File: src/hdl/glk_pkg.sv
package glk_pkg;

    // Clock rate
    localparam int unsigned CLK_HZ          = 50_000_000;

    // Lamp flash rate and red code timing
    localparam int unsigned FLASH_HZ        = 1;
    localparam int unsigned FLASH_HALF_CYC  = CLK_HZ / (2 * FLASH_HZ);
    localparam int unsigned PULSE_MS        = 200;
    localparam int unsigned PULSE_CYC       = (CLK_HZ / 1000) * PULSE_MS;
    localparam int unsigned PAUSE_PULSES    = 4;

    // Warning escalation and recode inhibit times
    localparam int unsigned WARN_MIN        = 30;
    localparam longint unsigned WARN_CYC    = longint'(CLK_HZ) * 60 * WARN_MIN;
    localparam int unsigned INHIBIT_MIN     = 10;
    localparam longint unsigned INHIBIT_CYC = longint'(CLK_HZ) * 60 * INHIBIT_MIN;

    // Red flash codes
    localparam logic [2:0] CODE_NONE  = 3'h0;
    localparam logic [2:0] CODE_OUT1  = 3'h1;
    localparam logic [2:0] CODE_OUT2  = 3'h2;
    localparam logic [2:0] CODE_CROSS = 3'h3;
    localparam logic [2:0] CODE_TEMP  = 3'h4;
    localparam logic [2:0] CODE_ACT   = 3'h5;
    localparam logic [2:0] CODE_KNOB  = 3'h6;

    typedef enum logic [2:0] {
        GLK_OPEN   = 3'b001,
        GLK_CLOSED = 3'b010,
        GLK_LOCKED = 3'b100
    } glk_guard_e;

endpackage

File: src/hdl/glk_guard_lock.sv
// What this block does
// RULE_01: Power-to-unlock build: active command unlocks, inactive command keeps it locked.
// RULE_02: Power-to-lock build: active command locks, inactive command releases.
// RULE_03: Lock-monitoring variant: outputs off when unlocked, on only closed and locked.
// RULE_04: Lock-monitoring variant: relocking with actuator inserted re-enables outputs directly.
// RULE_05: Position-monitoring variant: outputs off only when guard open.
// RULE_06: Green shows supply, yellow shows condition, red shows errors and warnings.
// RULE_07: Chain input missing: green flashes, red off, yellow by guard state, outputs off.
// RULE_08: Diagnostic high only closed and lockable or locked, with no error or warning.
// RULE_09: Internal error drops safety and diagnostic outputs at once, red lamp shows it.
// RULE_10: Latched error clears only after cause gone and guard opened then closed.
// RULE_11: Fault warning drops diagnostic output but keeps safety outputs enabled.
// RULE_12: Fault warning clears by itself once its cause disappears.
// RULE_13: Warning lasting thirty minutes escalates to fault, outputs off, red flashes.
// RULE_14: Output one test fault or foreign voltage: delayed warning, one red pulse.
// RULE_15: Output two test fault or foreign voltage: delayed warning, two red pulses.
// RULE_16: Cross short or both outputs faulty: delayed warning, three red pulses.
// RULE_17: Excess internal temperature: delayed warning, four red pulses.
// RULE_18: Wrong or defective actuator or broken bracket: immediate fault, five pulses.
// RULE_19: Adjuster in non-permitted position: immediate fault, six red pulses.
// RULE_20: Recodable variant: after new code learned, ten-minute inhibit, green flashes.
// RULE_21: Red pulse groups repeat with longer pause; internal defect shows steady red.
`timescale 1ns/1ns
`default_nettype none

module glk_guard_lock #(
    parameter longint unsigned WARN_CYCLES    = glk_pkg::WARN_CYC,
    parameter longint unsigned INHIBIT_CYCLES = glk_pkg::INHIBIT_CYC,
    parameter int unsigned     HALF_CYCLES    = glk_pkg::FLASH_HALF_CYC,
    parameter int unsigned     PULSE_CYCLES   = glk_pkg::PULSE_CYC
) (
    input  wire logic clk_sys,
    input  wire logic resetn,
    input  wire logic power_to_lock,
    input  wire logic position_variant,
    input  wire logic recodable_coding,
    input  wire logic one_time_coding,
    input  wire logic lock_cmd,
    input  wire logic chain_input_one,
    input  wire logic chain_input_two,
    input  wire logic guard_closed,
    input  wire logic actuator_locked,
    input  wire logic lock_possible,
    input  wire logic code_learned,
    input  wire logic fault_out1,
    input  wire logic fault_out2,
    input  wire logic fault_cross,
    input  wire logic fault_temp,
    input  wire logic fault_actuator,
    input  wire logic fault_knob,
    input  wire logic fault_internal,
    output logic      solenoid_lock,
    output logic      safe_output_one,
    output logic      safe_output_two,
    output logic      diag_out,
    output logic      led_green,
    output logic      led_yellow,
    output logic      led_red
);

    localparam int NIN = 17;

    // Two-stage synchronisers for all pins except one_time_coding, which is not used
    logic [NIN-1:0] pin_raw;
    logic [NIN-1:0] sync_a;
    logic [NIN-1:0] sync_b;

    assign pin_raw = {lock_cmd, chain_input_one, chain_input_two, guard_closed,
                      actuator_locked, lock_possible, code_learned, fault_out1,
                      fault_out2, fault_cross, fault_temp, fault_actuator,
                      fault_knob, fault_internal, power_to_lock, position_variant,
                      recodable_coding};

    always_ff @(posedge clk_sys or negedge resetn) begin
        if (!resetn) begin
            sync_a <= '0;
            sync_b <= '0;
        end else begin
            sync_a <= pin_raw;
            sync_b <= sync_a;
        end
    end

    logic s_cmd, s_x1, s_x2, s_closed, s_locked, s_lockable, s_learned;
    logic s_f1, s_f2, s_fx, s_ft, s_fa, s_fk, s_fi, s_ptl, s_pos, s_reco;
    assign {s_cmd, s_x1, s_x2, s_closed, s_locked, s_lockable, s_learned, s_f1,
            s_f2, s_fx, s_ft, s_fa, s_fk, s_fi, s_ptl, s_pos, s_reco} = sync_b;

    // Solenoid drive decode
    always_ff @(posedge clk_sys or negedge resetn) begin
        if (!resetn) begin
            solenoid_lock <= 1'b0;
        end else if (s_ptl) begin
            solenoid_lock <= s_cmd;                                 // [RULE_02]
        end else begin
            solenoid_lock <= !s_cmd;                                // [RULE_01]
        end
    end

    // Guard state
    glk_pkg::glk_guard_e guard;
    always_comb begin
        if (!s_closed) begin
            guard = glk_pkg::GLK_OPEN;
        end else if (s_locked) begin
            guard = glk_pkg::GLK_LOCKED;
        end else begin
            guard = glk_pkg::GLK_CLOSED;
        end
    end

    logic chain_ok;
    assign chain_ok = s_x1 && s_x2;

    // Warning and its escalation timer
    logic            warn_any;
    logic            warn_fault;
    longint unsigned warn_cnt;
    assign warn_any = s_f1 || s_f2 || s_fx || s_ft;                 // [RULE_12]

    always_ff @(posedge clk_sys or negedge resetn) begin
        if (!resetn) begin
            warn_cnt <= '0;
        end else if (!warn_any) begin
            warn_cnt <= '0;                                         // [RULE_12]
        end else if (warn_cnt < WARN_CYCLES) begin
            warn_cnt <= warn_cnt + 64'h1;                           // [RULE_13]
        end
    end
    assign warn_fault = warn_any && (warn_cnt >= WARN_CYCLES);      // [RULE_13]

    // Latched error, cleared by open then close after cause gone
    logic err_latch;
    logic err_seen_open;
    logic err_cause;
    assign err_cause = s_fa || s_fk || s_fi || warn_fault;          // [RULE_18] [RULE_19]

    always_ff @(posedge clk_sys or negedge resetn) begin
        if (!resetn) begin
            err_latch     <= 1'b0;
            err_seen_open <= 1'b0;
        end else if (err_cause) begin
            err_latch     <= 1'b1;                                  // [RULE_09]
            err_seen_open <= 1'b0;
        end else if (err_latch && !s_closed) begin
            err_seen_open <= 1'b1;                                  // [RULE_10]
        end else if (err_latch && err_seen_open && s_closed) begin
            err_latch     <= 1'b0;                                  // [RULE_10]
            err_seen_open <= 1'b0;
        end
    end

    logic err_now;
    assign err_now = err_cause || err_latch;

    // Enabling inhibit after recoding
    longint unsigned inh_cnt;
    logic            inhibit;
    always_ff @(posedge clk_sys or negedge resetn) begin
        if (!resetn) begin
            inh_cnt <= '0;
        end else if (s_reco && s_learned) begin
            inh_cnt <= INHIBIT_CYCLES;                              // [RULE_20]
        end else if (inh_cnt != 64'h0) begin
            inh_cnt <= inh_cnt - 64'h1;
        end
    end
    assign inhibit = (inh_cnt != 64'h0);

    // Safety outputs and diagnostic output
    logic next_safe;
    logic next_diag;
    always_comb begin
        if (s_pos) begin
            next_safe = (guard != glk_pkg::GLK_OPEN);               // [RULE_05]
        end else begin
            next_safe = (guard == glk_pkg::GLK_LOCKED);             // [RULE_03] [RULE_04]
        end
        if (!chain_ok || err_now || inhibit) begin
            next_safe = 1'b0;                                       // [RULE_07] [RULE_09]
        end
        next_diag = s_closed && (s_locked || s_lockable)
                    && !err_now && !warn_any && !inhibit;           // [RULE_08] [RULE_11]
    end

    always_ff @(posedge clk_sys or negedge resetn) begin
        if (!resetn) begin
            safe_output_one <= 1'b0;
            safe_output_two <= 1'b0;
            diag_out        <= 1'b0;
        end else begin
            safe_output_one <= next_safe;
            safe_output_two <= next_safe;
            diag_out        <= next_diag;
        end
    end

    // 1 Hz flash base
    logic [31:0] half_cnt;
    logic        blink;
    always_ff @(posedge clk_sys or negedge resetn) begin
        if (!resetn) begin
            half_cnt <= '0;
            blink    <= 1'b0;
        end else if (half_cnt >= HALF_CYCLES - 1) begin
            half_cnt <= '0;
            blink    <= !blink;
        end else begin
            half_cnt <= half_cnt + 32'h1;
        end
    end

    // Red flash code selection, highest code wins
    logic [2:0] code;
    always_comb begin
        code = glk_pkg::CODE_NONE;
        if (s_f1) begin
            code = glk_pkg::CODE_OUT1;                              // [RULE_14]
        end
        if (s_f2) begin
            code = glk_pkg::CODE_OUT2;                              // [RULE_15]
        end
        if (s_fx || (s_f1 && s_f2)) begin
            code = glk_pkg::CODE_CROSS;                             // [RULE_16]
        end
        if (s_ft) begin
            code = glk_pkg::CODE_TEMP;                              // [RULE_17]
        end
        if (s_fa) begin
            code = glk_pkg::CODE_ACT;                               // [RULE_18]
        end
        if (s_fk) begin
            code = glk_pkg::CODE_KNOB;                              // [RULE_19]
        end
    end

    // Pulse group sequencer: slot counter of pulse-length slots
    logic [31:0] slot_cnt;
    logic [4:0]  slot;
    logic [2:0]  held_code;
    logic        red_pulse;
    always_ff @(posedge clk_sys or negedge resetn) begin
        if (!resetn) begin
            slot_cnt  <= '0;
            slot      <= '0;
            held_code <= glk_pkg::CODE_NONE;
        end else if (slot_cnt >= PULSE_CYCLES - 1) begin
            slot_cnt <= '0;
            if (slot >= 5'(2 * held_code + glk_pkg::PAUSE_PULSES) - 5'h1) begin
                slot      <= '0;                                    // [RULE_21]
                held_code <= code;
            end else begin
                slot <= slot + 5'h1;
            end
        end else begin
            slot_cnt <= slot_cnt + 32'h1;
        end
    end
    assign red_pulse = (slot < 5'(2 * held_code)) && !slot[0];      // [RULE_21]

    // Lamps
    always_ff @(posedge clk_sys or negedge resetn) begin
        if (!resetn) begin
            led_green  <= 1'b0;
            led_yellow <= 1'b0;
            led_red    <= 1'b0;
        end else begin
            led_green <= (chain_ok && !inhibit) ? 1'b1 : blink; // [RULE_06] [RULE_07] [RULE_20]
            unique case (guard)
                glk_pkg::GLK_OPEN:   led_yellow <= 1'b0;
                glk_pkg::GLK_CLOSED: led_yellow <= blink;           // [RULE_07]
                glk_pkg::GLK_LOCKED: led_yellow <= 1'b1;
            endcase
            if (!chain_ok) begin
                led_red <= 1'b0;                                    // [RULE_07]
            end else if (s_fi) begin
                led_red <= 1'b1;                                    // [RULE_21]
            end else begin
                led_red <= red_pulse;                               // [RULE_06]
            end
        end
    end

    // Checks
    safe_off_err_a: assert property (@(posedge clk_sys) disable iff (!resetn) // [RULE_09]
        err_now |=> !safe_output_one && !safe_output_two && !diag_out)
        else $error("safety outputs on during error");
    chain_off_a: assert property (@(posedge clk_sys) disable iff (!resetn) // [RULE_07]
        !chain_ok |=> !safe_output_one && !led_red)
        else $error("outputs on without chain input");
    lock_mon_a: assert property (@(posedge clk_sys) disable iff (!resetn) // [RULE_03]
        (!s_pos && guard != glk_pkg::GLK_LOCKED) |=> !safe_output_one)
        else $error("lock variant output on while unlocked");
    pos_mon_a: assert property (@(posedge clk_sys) disable iff (!resetn) // [RULE_05]
        (s_pos && s_closed && chain_ok && !err_now && !inhibit) |=> safe_output_two)
        else $error("position variant output off while closed");
    warn_diag_a: assert property (@(posedge clk_sys) disable iff (!resetn) // [RULE_11]
        (warn_any && !warn_fault && !err_latch && guard == glk_pkg::GLK_LOCKED
         && chain_ok && !inhibit && !s_fa && !s_fk && !s_fi && !s_pos)
        |=> !diag_out && safe_output_one)
        else $error("warning did not split diag and safety");
    sol_ptl_a: assert property (@(posedge clk_sys) disable iff (!resetn) // [RULE_02]
        s_ptl |=> solenoid_lock == $past(s_cmd))
        else $error("power-to-lock decode wrong");
    sol_ptu_a: assert property (@(posedge clk_sys) disable iff (!resetn) // [RULE_01]
        !s_ptl |=> solenoid_lock == !$past(s_cmd))
        else $error("power-to-unlock decode wrong");
    err_hold_a: assert property (@(posedge clk_sys) disable iff (!resetn) // [RULE_10]
        (err_latch && !err_cause && s_closed && !err_seen_open) |=> err_latch)
        else $error("error cleared without guard cycle");
    warn_clr_a: assert property (@(posedge clk_sys) disable iff (!resetn) // [RULE_12]
        !warn_any |=> warn_cnt == 64'h0)
        else $error("warning timer not cleared");
    red_int_a: assert property (@(posedge clk_sys) disable iff (!resetn) // [RULE_21]
        (chain_ok && s_fi) |=> led_red)
        else $error("internal defect not steady red");
    diag_open_a: assert property (@(posedge clk_sys) disable iff (!resetn) // [RULE_08]
        !s_closed |=> !diag_out)
        else $error("diagnostic output high with guard open");
    inhibit_off_a: assert property (@(posedge clk_sys) disable iff (!resetn) // [RULE_20]
        inhibit |=> !safe_output_one && !safe_output_two)
        else $error("safety outputs on during inhibit");
    err_set_a: assert property (@(posedge clk_sys) disable iff (!resetn) // [RULE_18] [RULE_19]
        (s_fa || s_fk || s_fi) |=> err_latch)
        else $error("immediate fault not latched");
    green_on_a: assert property (@(posedge clk_sys) disable iff (!resetn) // [RULE_06]
        (chain_ok && !inhibit) |=> led_green)
        else $error("green lamp off with chain present");

    locked_run_c: cover property (@(posedge clk_sys) disable iff (!resetn)
        safe_output_one && diag_out);
    warn_run_c: cover property (@(posedge clk_sys) disable iff (!resetn)
        safe_output_one && !diag_out);
    err_clear_c: cover property (@(posedge clk_sys) disable iff (!resetn)
        err_latch ##1 !err_latch);
    inhibit_c: cover property (@(posedge clk_sys) disable iff (!resetn)
        inhibit && !led_green);
    code_group_c: cover property (@(posedge clk_sys) disable iff (!resetn)
        held_code == glk_pkg::CODE_KNOB && red_pulse);

endmodule

`default_nettype wire

File: config.mk
export PLATFORM = sky130hd
export DESIGN_NAME = glk_guard_lock
export DESIGN_NICKNAME = d
export VERILOG_FILES = /design/src/hdl/glk_pkg.sv /design/src/hdl/glk_guard_lock.sv
export SDC_FILE = /design/constraint.sdc
export NUM_CORES = 1
export LEC_CHECK = 0
export ABC_AREA = 1
export CAP_MARGIN = 20
export CORE_MARGIN = 2
export CORE_UTILIZATION = 55
export CTS_CLUSTER_DIAMETER = 150
export DETAILED_ROUTE_END_ITERATION = 10
export DONT_BUFFER_PORTS = 1
export PLACE_DENSITY = 0.7
export SLEW_MARGIN = 10
export SYNTH_ARGS = -nofsm -noshare
export SYNTH_HDL_FRONTEND = slang
export SYNTH_SLANG_ARGS = --single-unit
File: constraint.sdc
create_clock -name clk_sys -period 4.2 [get_ports clk_sys]
set_clock_uncertainty 0.15 [all_clocks]
set_input_delay 0.42 -clock clk_sys [delete_from_list [all_inputs] [get_ports clk_sys]]
set_output_delay 0.42 -clock clk_sys [all_outputs]
set_load 0.01 [all_outputs]
==> summary.md <==
| Metric | Value |
|---|---|
| Status | `finished with violations` |
| Failing checks | `negative hold slack` |
| NetSw | `1.55 mW` |
| Worst Hold Class | `input port to asynchronous set/reset pin` |
| Total power | `5.77 mW` |
| Total clock buffers created by CTS | `27` |
| Total track usage | `0.248` |
| H-Tree Level Count | `1` |
| Mapped Avg Cell Area | `7.60 µm²` |
| Worst skew pair latency | `530 ps` |
| Largest area contributor in the netlist | `dfrtp_1` |
| CP Max Fanout | `37` |
| Crit end category | `flop` |
| Pwr Density | `405 mW/mm²` |
| Worst-margin pin slew | `1050 ps` |
| Final Hold Viols | `243` |
| Syn. warnings | `0` |
| Post-layout util | `0.626` |
| Initial antenna violation count | `0` |
| Clk slew on worst S/H paths | `60 ps` |
| Synth unique cells | `40` |
| Share of layout cells above drive strength 1 | `0.0647` |
| Post-synth EDFFs | `0` |
| Synth Area in Adders | `0.0136` |
| Top-count cell post-synth | `nand2_1` |
| CTS tree | `yes` |
| CTS Root Cell | `clkbuf_16` |
| Sw Share | `0.268` |
| Combinational fraction of design power | `0.122` |
| Mapped Area | `0.0129 mm²` |
| Nets | `1,760` |
| Die Y-Extent | `157 µm` |
| Top Ports | `27` |
| Largest net degree at the start of global routing | `244` |
| Leakage | `6.53 nW` |
| Post-Synthesis Cells | `1,695` |
| Synth Area in Compound Gates | `0.0299` |
| CTS Hold Bufs | `17` |
| # DRC | `0` |
| Top cells by area, synth | `dfrtp_1, nand2_1, nor2_1` |
| DP HPWL | `20.5 mm` |
| Max-slew violation count | `0` |
| Placed insts | `1,993` |
| P_int | `4.22 mW` |
| Detailed-router iteration count before antenna repair | `5` |
| Setup CP Type | `flop to flop` |
| Post-synthesis mux area share | `0` |
| Vias after detailed routing | `10,700` |
| Post CTS Setup Buffer Count | `0` |
| Drt wl/cell | `14.1 µm` |
| Setup TNS | `0 ps` |
| Die X | `157 µm` |
| Worst path arrival time | `3150 ps` |
| Core ar. | `0.0228 mm²` |
| Max VDD drop | `366 µV` |
| Xor and xnor area share after synthesis | `0.0483` |
| # rows | `55` |
| Min Hold Slack | `-567 ps` |
| Fraction of registers with async set/reset | `1.00` |
| Clock power frac | `0.423` |
| Number of global-route vias before repair | `10,200` |
| Die area | `0.0247 mm²` |
| Initial cell density of the core | `0.565` |
| Crit start category | `flop` |
| Fin crit period | `2870 ps` |
| First-pass GRT wire length | `49.7 mm` |
| Sequential Power Share | `0.455` |
| Worst EP required | `4470 ps` |
| FMAX | `0.348 GHz` |
| Sequential area share after synthesis | `0.472` |
| Via/cell ratio | `5.18` |
| Diodes inserted | `0` |
| Input/output buffers | `0` |
| Seq cells post-synth | `243` |
| Combinational family with the most area after synthesis | `simple AND/OR/NAND/NOR gates` |
| Yosys top cell area share | `0.472` |
| Main flop type after synthesis | `dfrtp_1` |
| Synth-to-Final Area Change | `10.8%` |
| GP Congestion | `0.926` |
| Initial DRC count | `818` |
| Max clock buf depth | `3` |
| Commonest cells post-synth | `nand2_1, nor2_1, dfrtp_1` |
| Congestion Overflow GR | `0` |
| Simple-Gate Fraction of Synth Area | `0.366` |
| Slew headroom | `0.299` |
| Routed Antenna Nets | `0` |
| Post-detailed-routing wire length | `29.0 mm` |
| Setup violators final | `0` |
| RSZ-0062 raised after global routing | `no` |
| Final period util | `0.684` |
| Clock Sinks | `243` |
| Maxcap violations | `0` |
| CTS resizes | `0` |
| Post-Layout Cell Count | `2,060` |
==> logic make-up (layout without fill, tap and decap cells) <==
| family | after synthesis | in the layout |
|---|---|---|
| other | 1 | 15 |
| buffers and inverters | 219 | 257 |
| flip-flops | 243 | 243 |
| XOR/XNOR | 71 | 71 |
| adder cells (fa/ha/maj) | 14 | 14 |
| AND/OR/NAND/NOR | 1080 | 1080 |
| AO/OA/AOI/OAI | 67 | 67 |
==> area by class of cell <==
class / instances / area (µm²)
clock buffer: 31 / 711
clock inverter: 19 / 223
fill: 2017 / 8510
inverter: 183 / 687
multi-input combinational: 1247 / 5950
sequential: 243 / 6080
tap: 313 / 392
timing repair buffer: 24 / 223
==> registers in the layout, indices dropped and copies added, names as in the netlist, 3 cells and up <==
name       count
sync_b        17
sync_a        17
held_code      3
slot           5
half_cnt      32
inh_cnt       64
slot_cnt      32
warn_cnt      64
==> placed cells by master (no fill, tap or decap), types with 19 or more instances in the layout <==
cell and instances:
nor3_1 63, nand4_1 34, o21ai_0 26, nor2_1 354, dfrtp_1 243, nand3_1 123
nand2_1 406, clkbuf_16 27, inv_1 178, xor2_1 57, nor2_2 22, nand3b_1 33
a21oi_1 19
==> final timing paths <==
| path | start | endpoint | slack, ps | depth (start not counted) |
|---|---|---|---|---|
| min | resetn | slot_cnt[5] | -570 | 0 |
| max reg2reg | warn_cnt[46] | diag_out | 1330 | 9 |
| max in group asynchronous | resetn | inh_cnt[62] | 4190 | 0 |
| min in group clk_sys | sync_a[13] | sync_b[13] | 190 | 0 |
| max | warn_cnt[46] | diag_out | 1330 | 9 |
| min reg2reg | sync_a[13] | sync_b[13] | 190 | 0 |
==> power by group through the flow <==
stage	clock network, mW	registers [mW]	logic (mW)
final	2.44	2.62	0.706
after global routing	2.60	2.65	0.828
after detailed placement	0	2.67	0.689
after floorplan	0	2.63	0.562
after global placement	0	2.66	0.665
after CTS	2.50	2.62	0.713
==> worst max-delay path, cell delays in order, from the launching register on <==
cell     delay [ps]
dfrtp_1         370
inv_1            80
nand4_1          90
nor2_1          220
o21ai_0         130
nor2_1          250
nand2_4         300
nand2_2         630
nand3_1         260
nor2_1          280
==> metrics by stage <==
stage               setup slack [ps]  area (µm²)
detailed placement              1320       13200
global route                    1070       14300
global placement                1340       13200
floorplan                       2140       12900
finish                          1330       14300
CTS                             1300       14300
==> routing by layer <==
layer	up-vias	GRT usage	routed length [µm]
met5	-	0	0
met4	0	0.0688	684
met3	48	0.0284	1150
met2	227	0.404	13400
met1	5001	0.354	13800
li1	5399	-	-
Note: power is estimated with default switching activity, not from simulation.
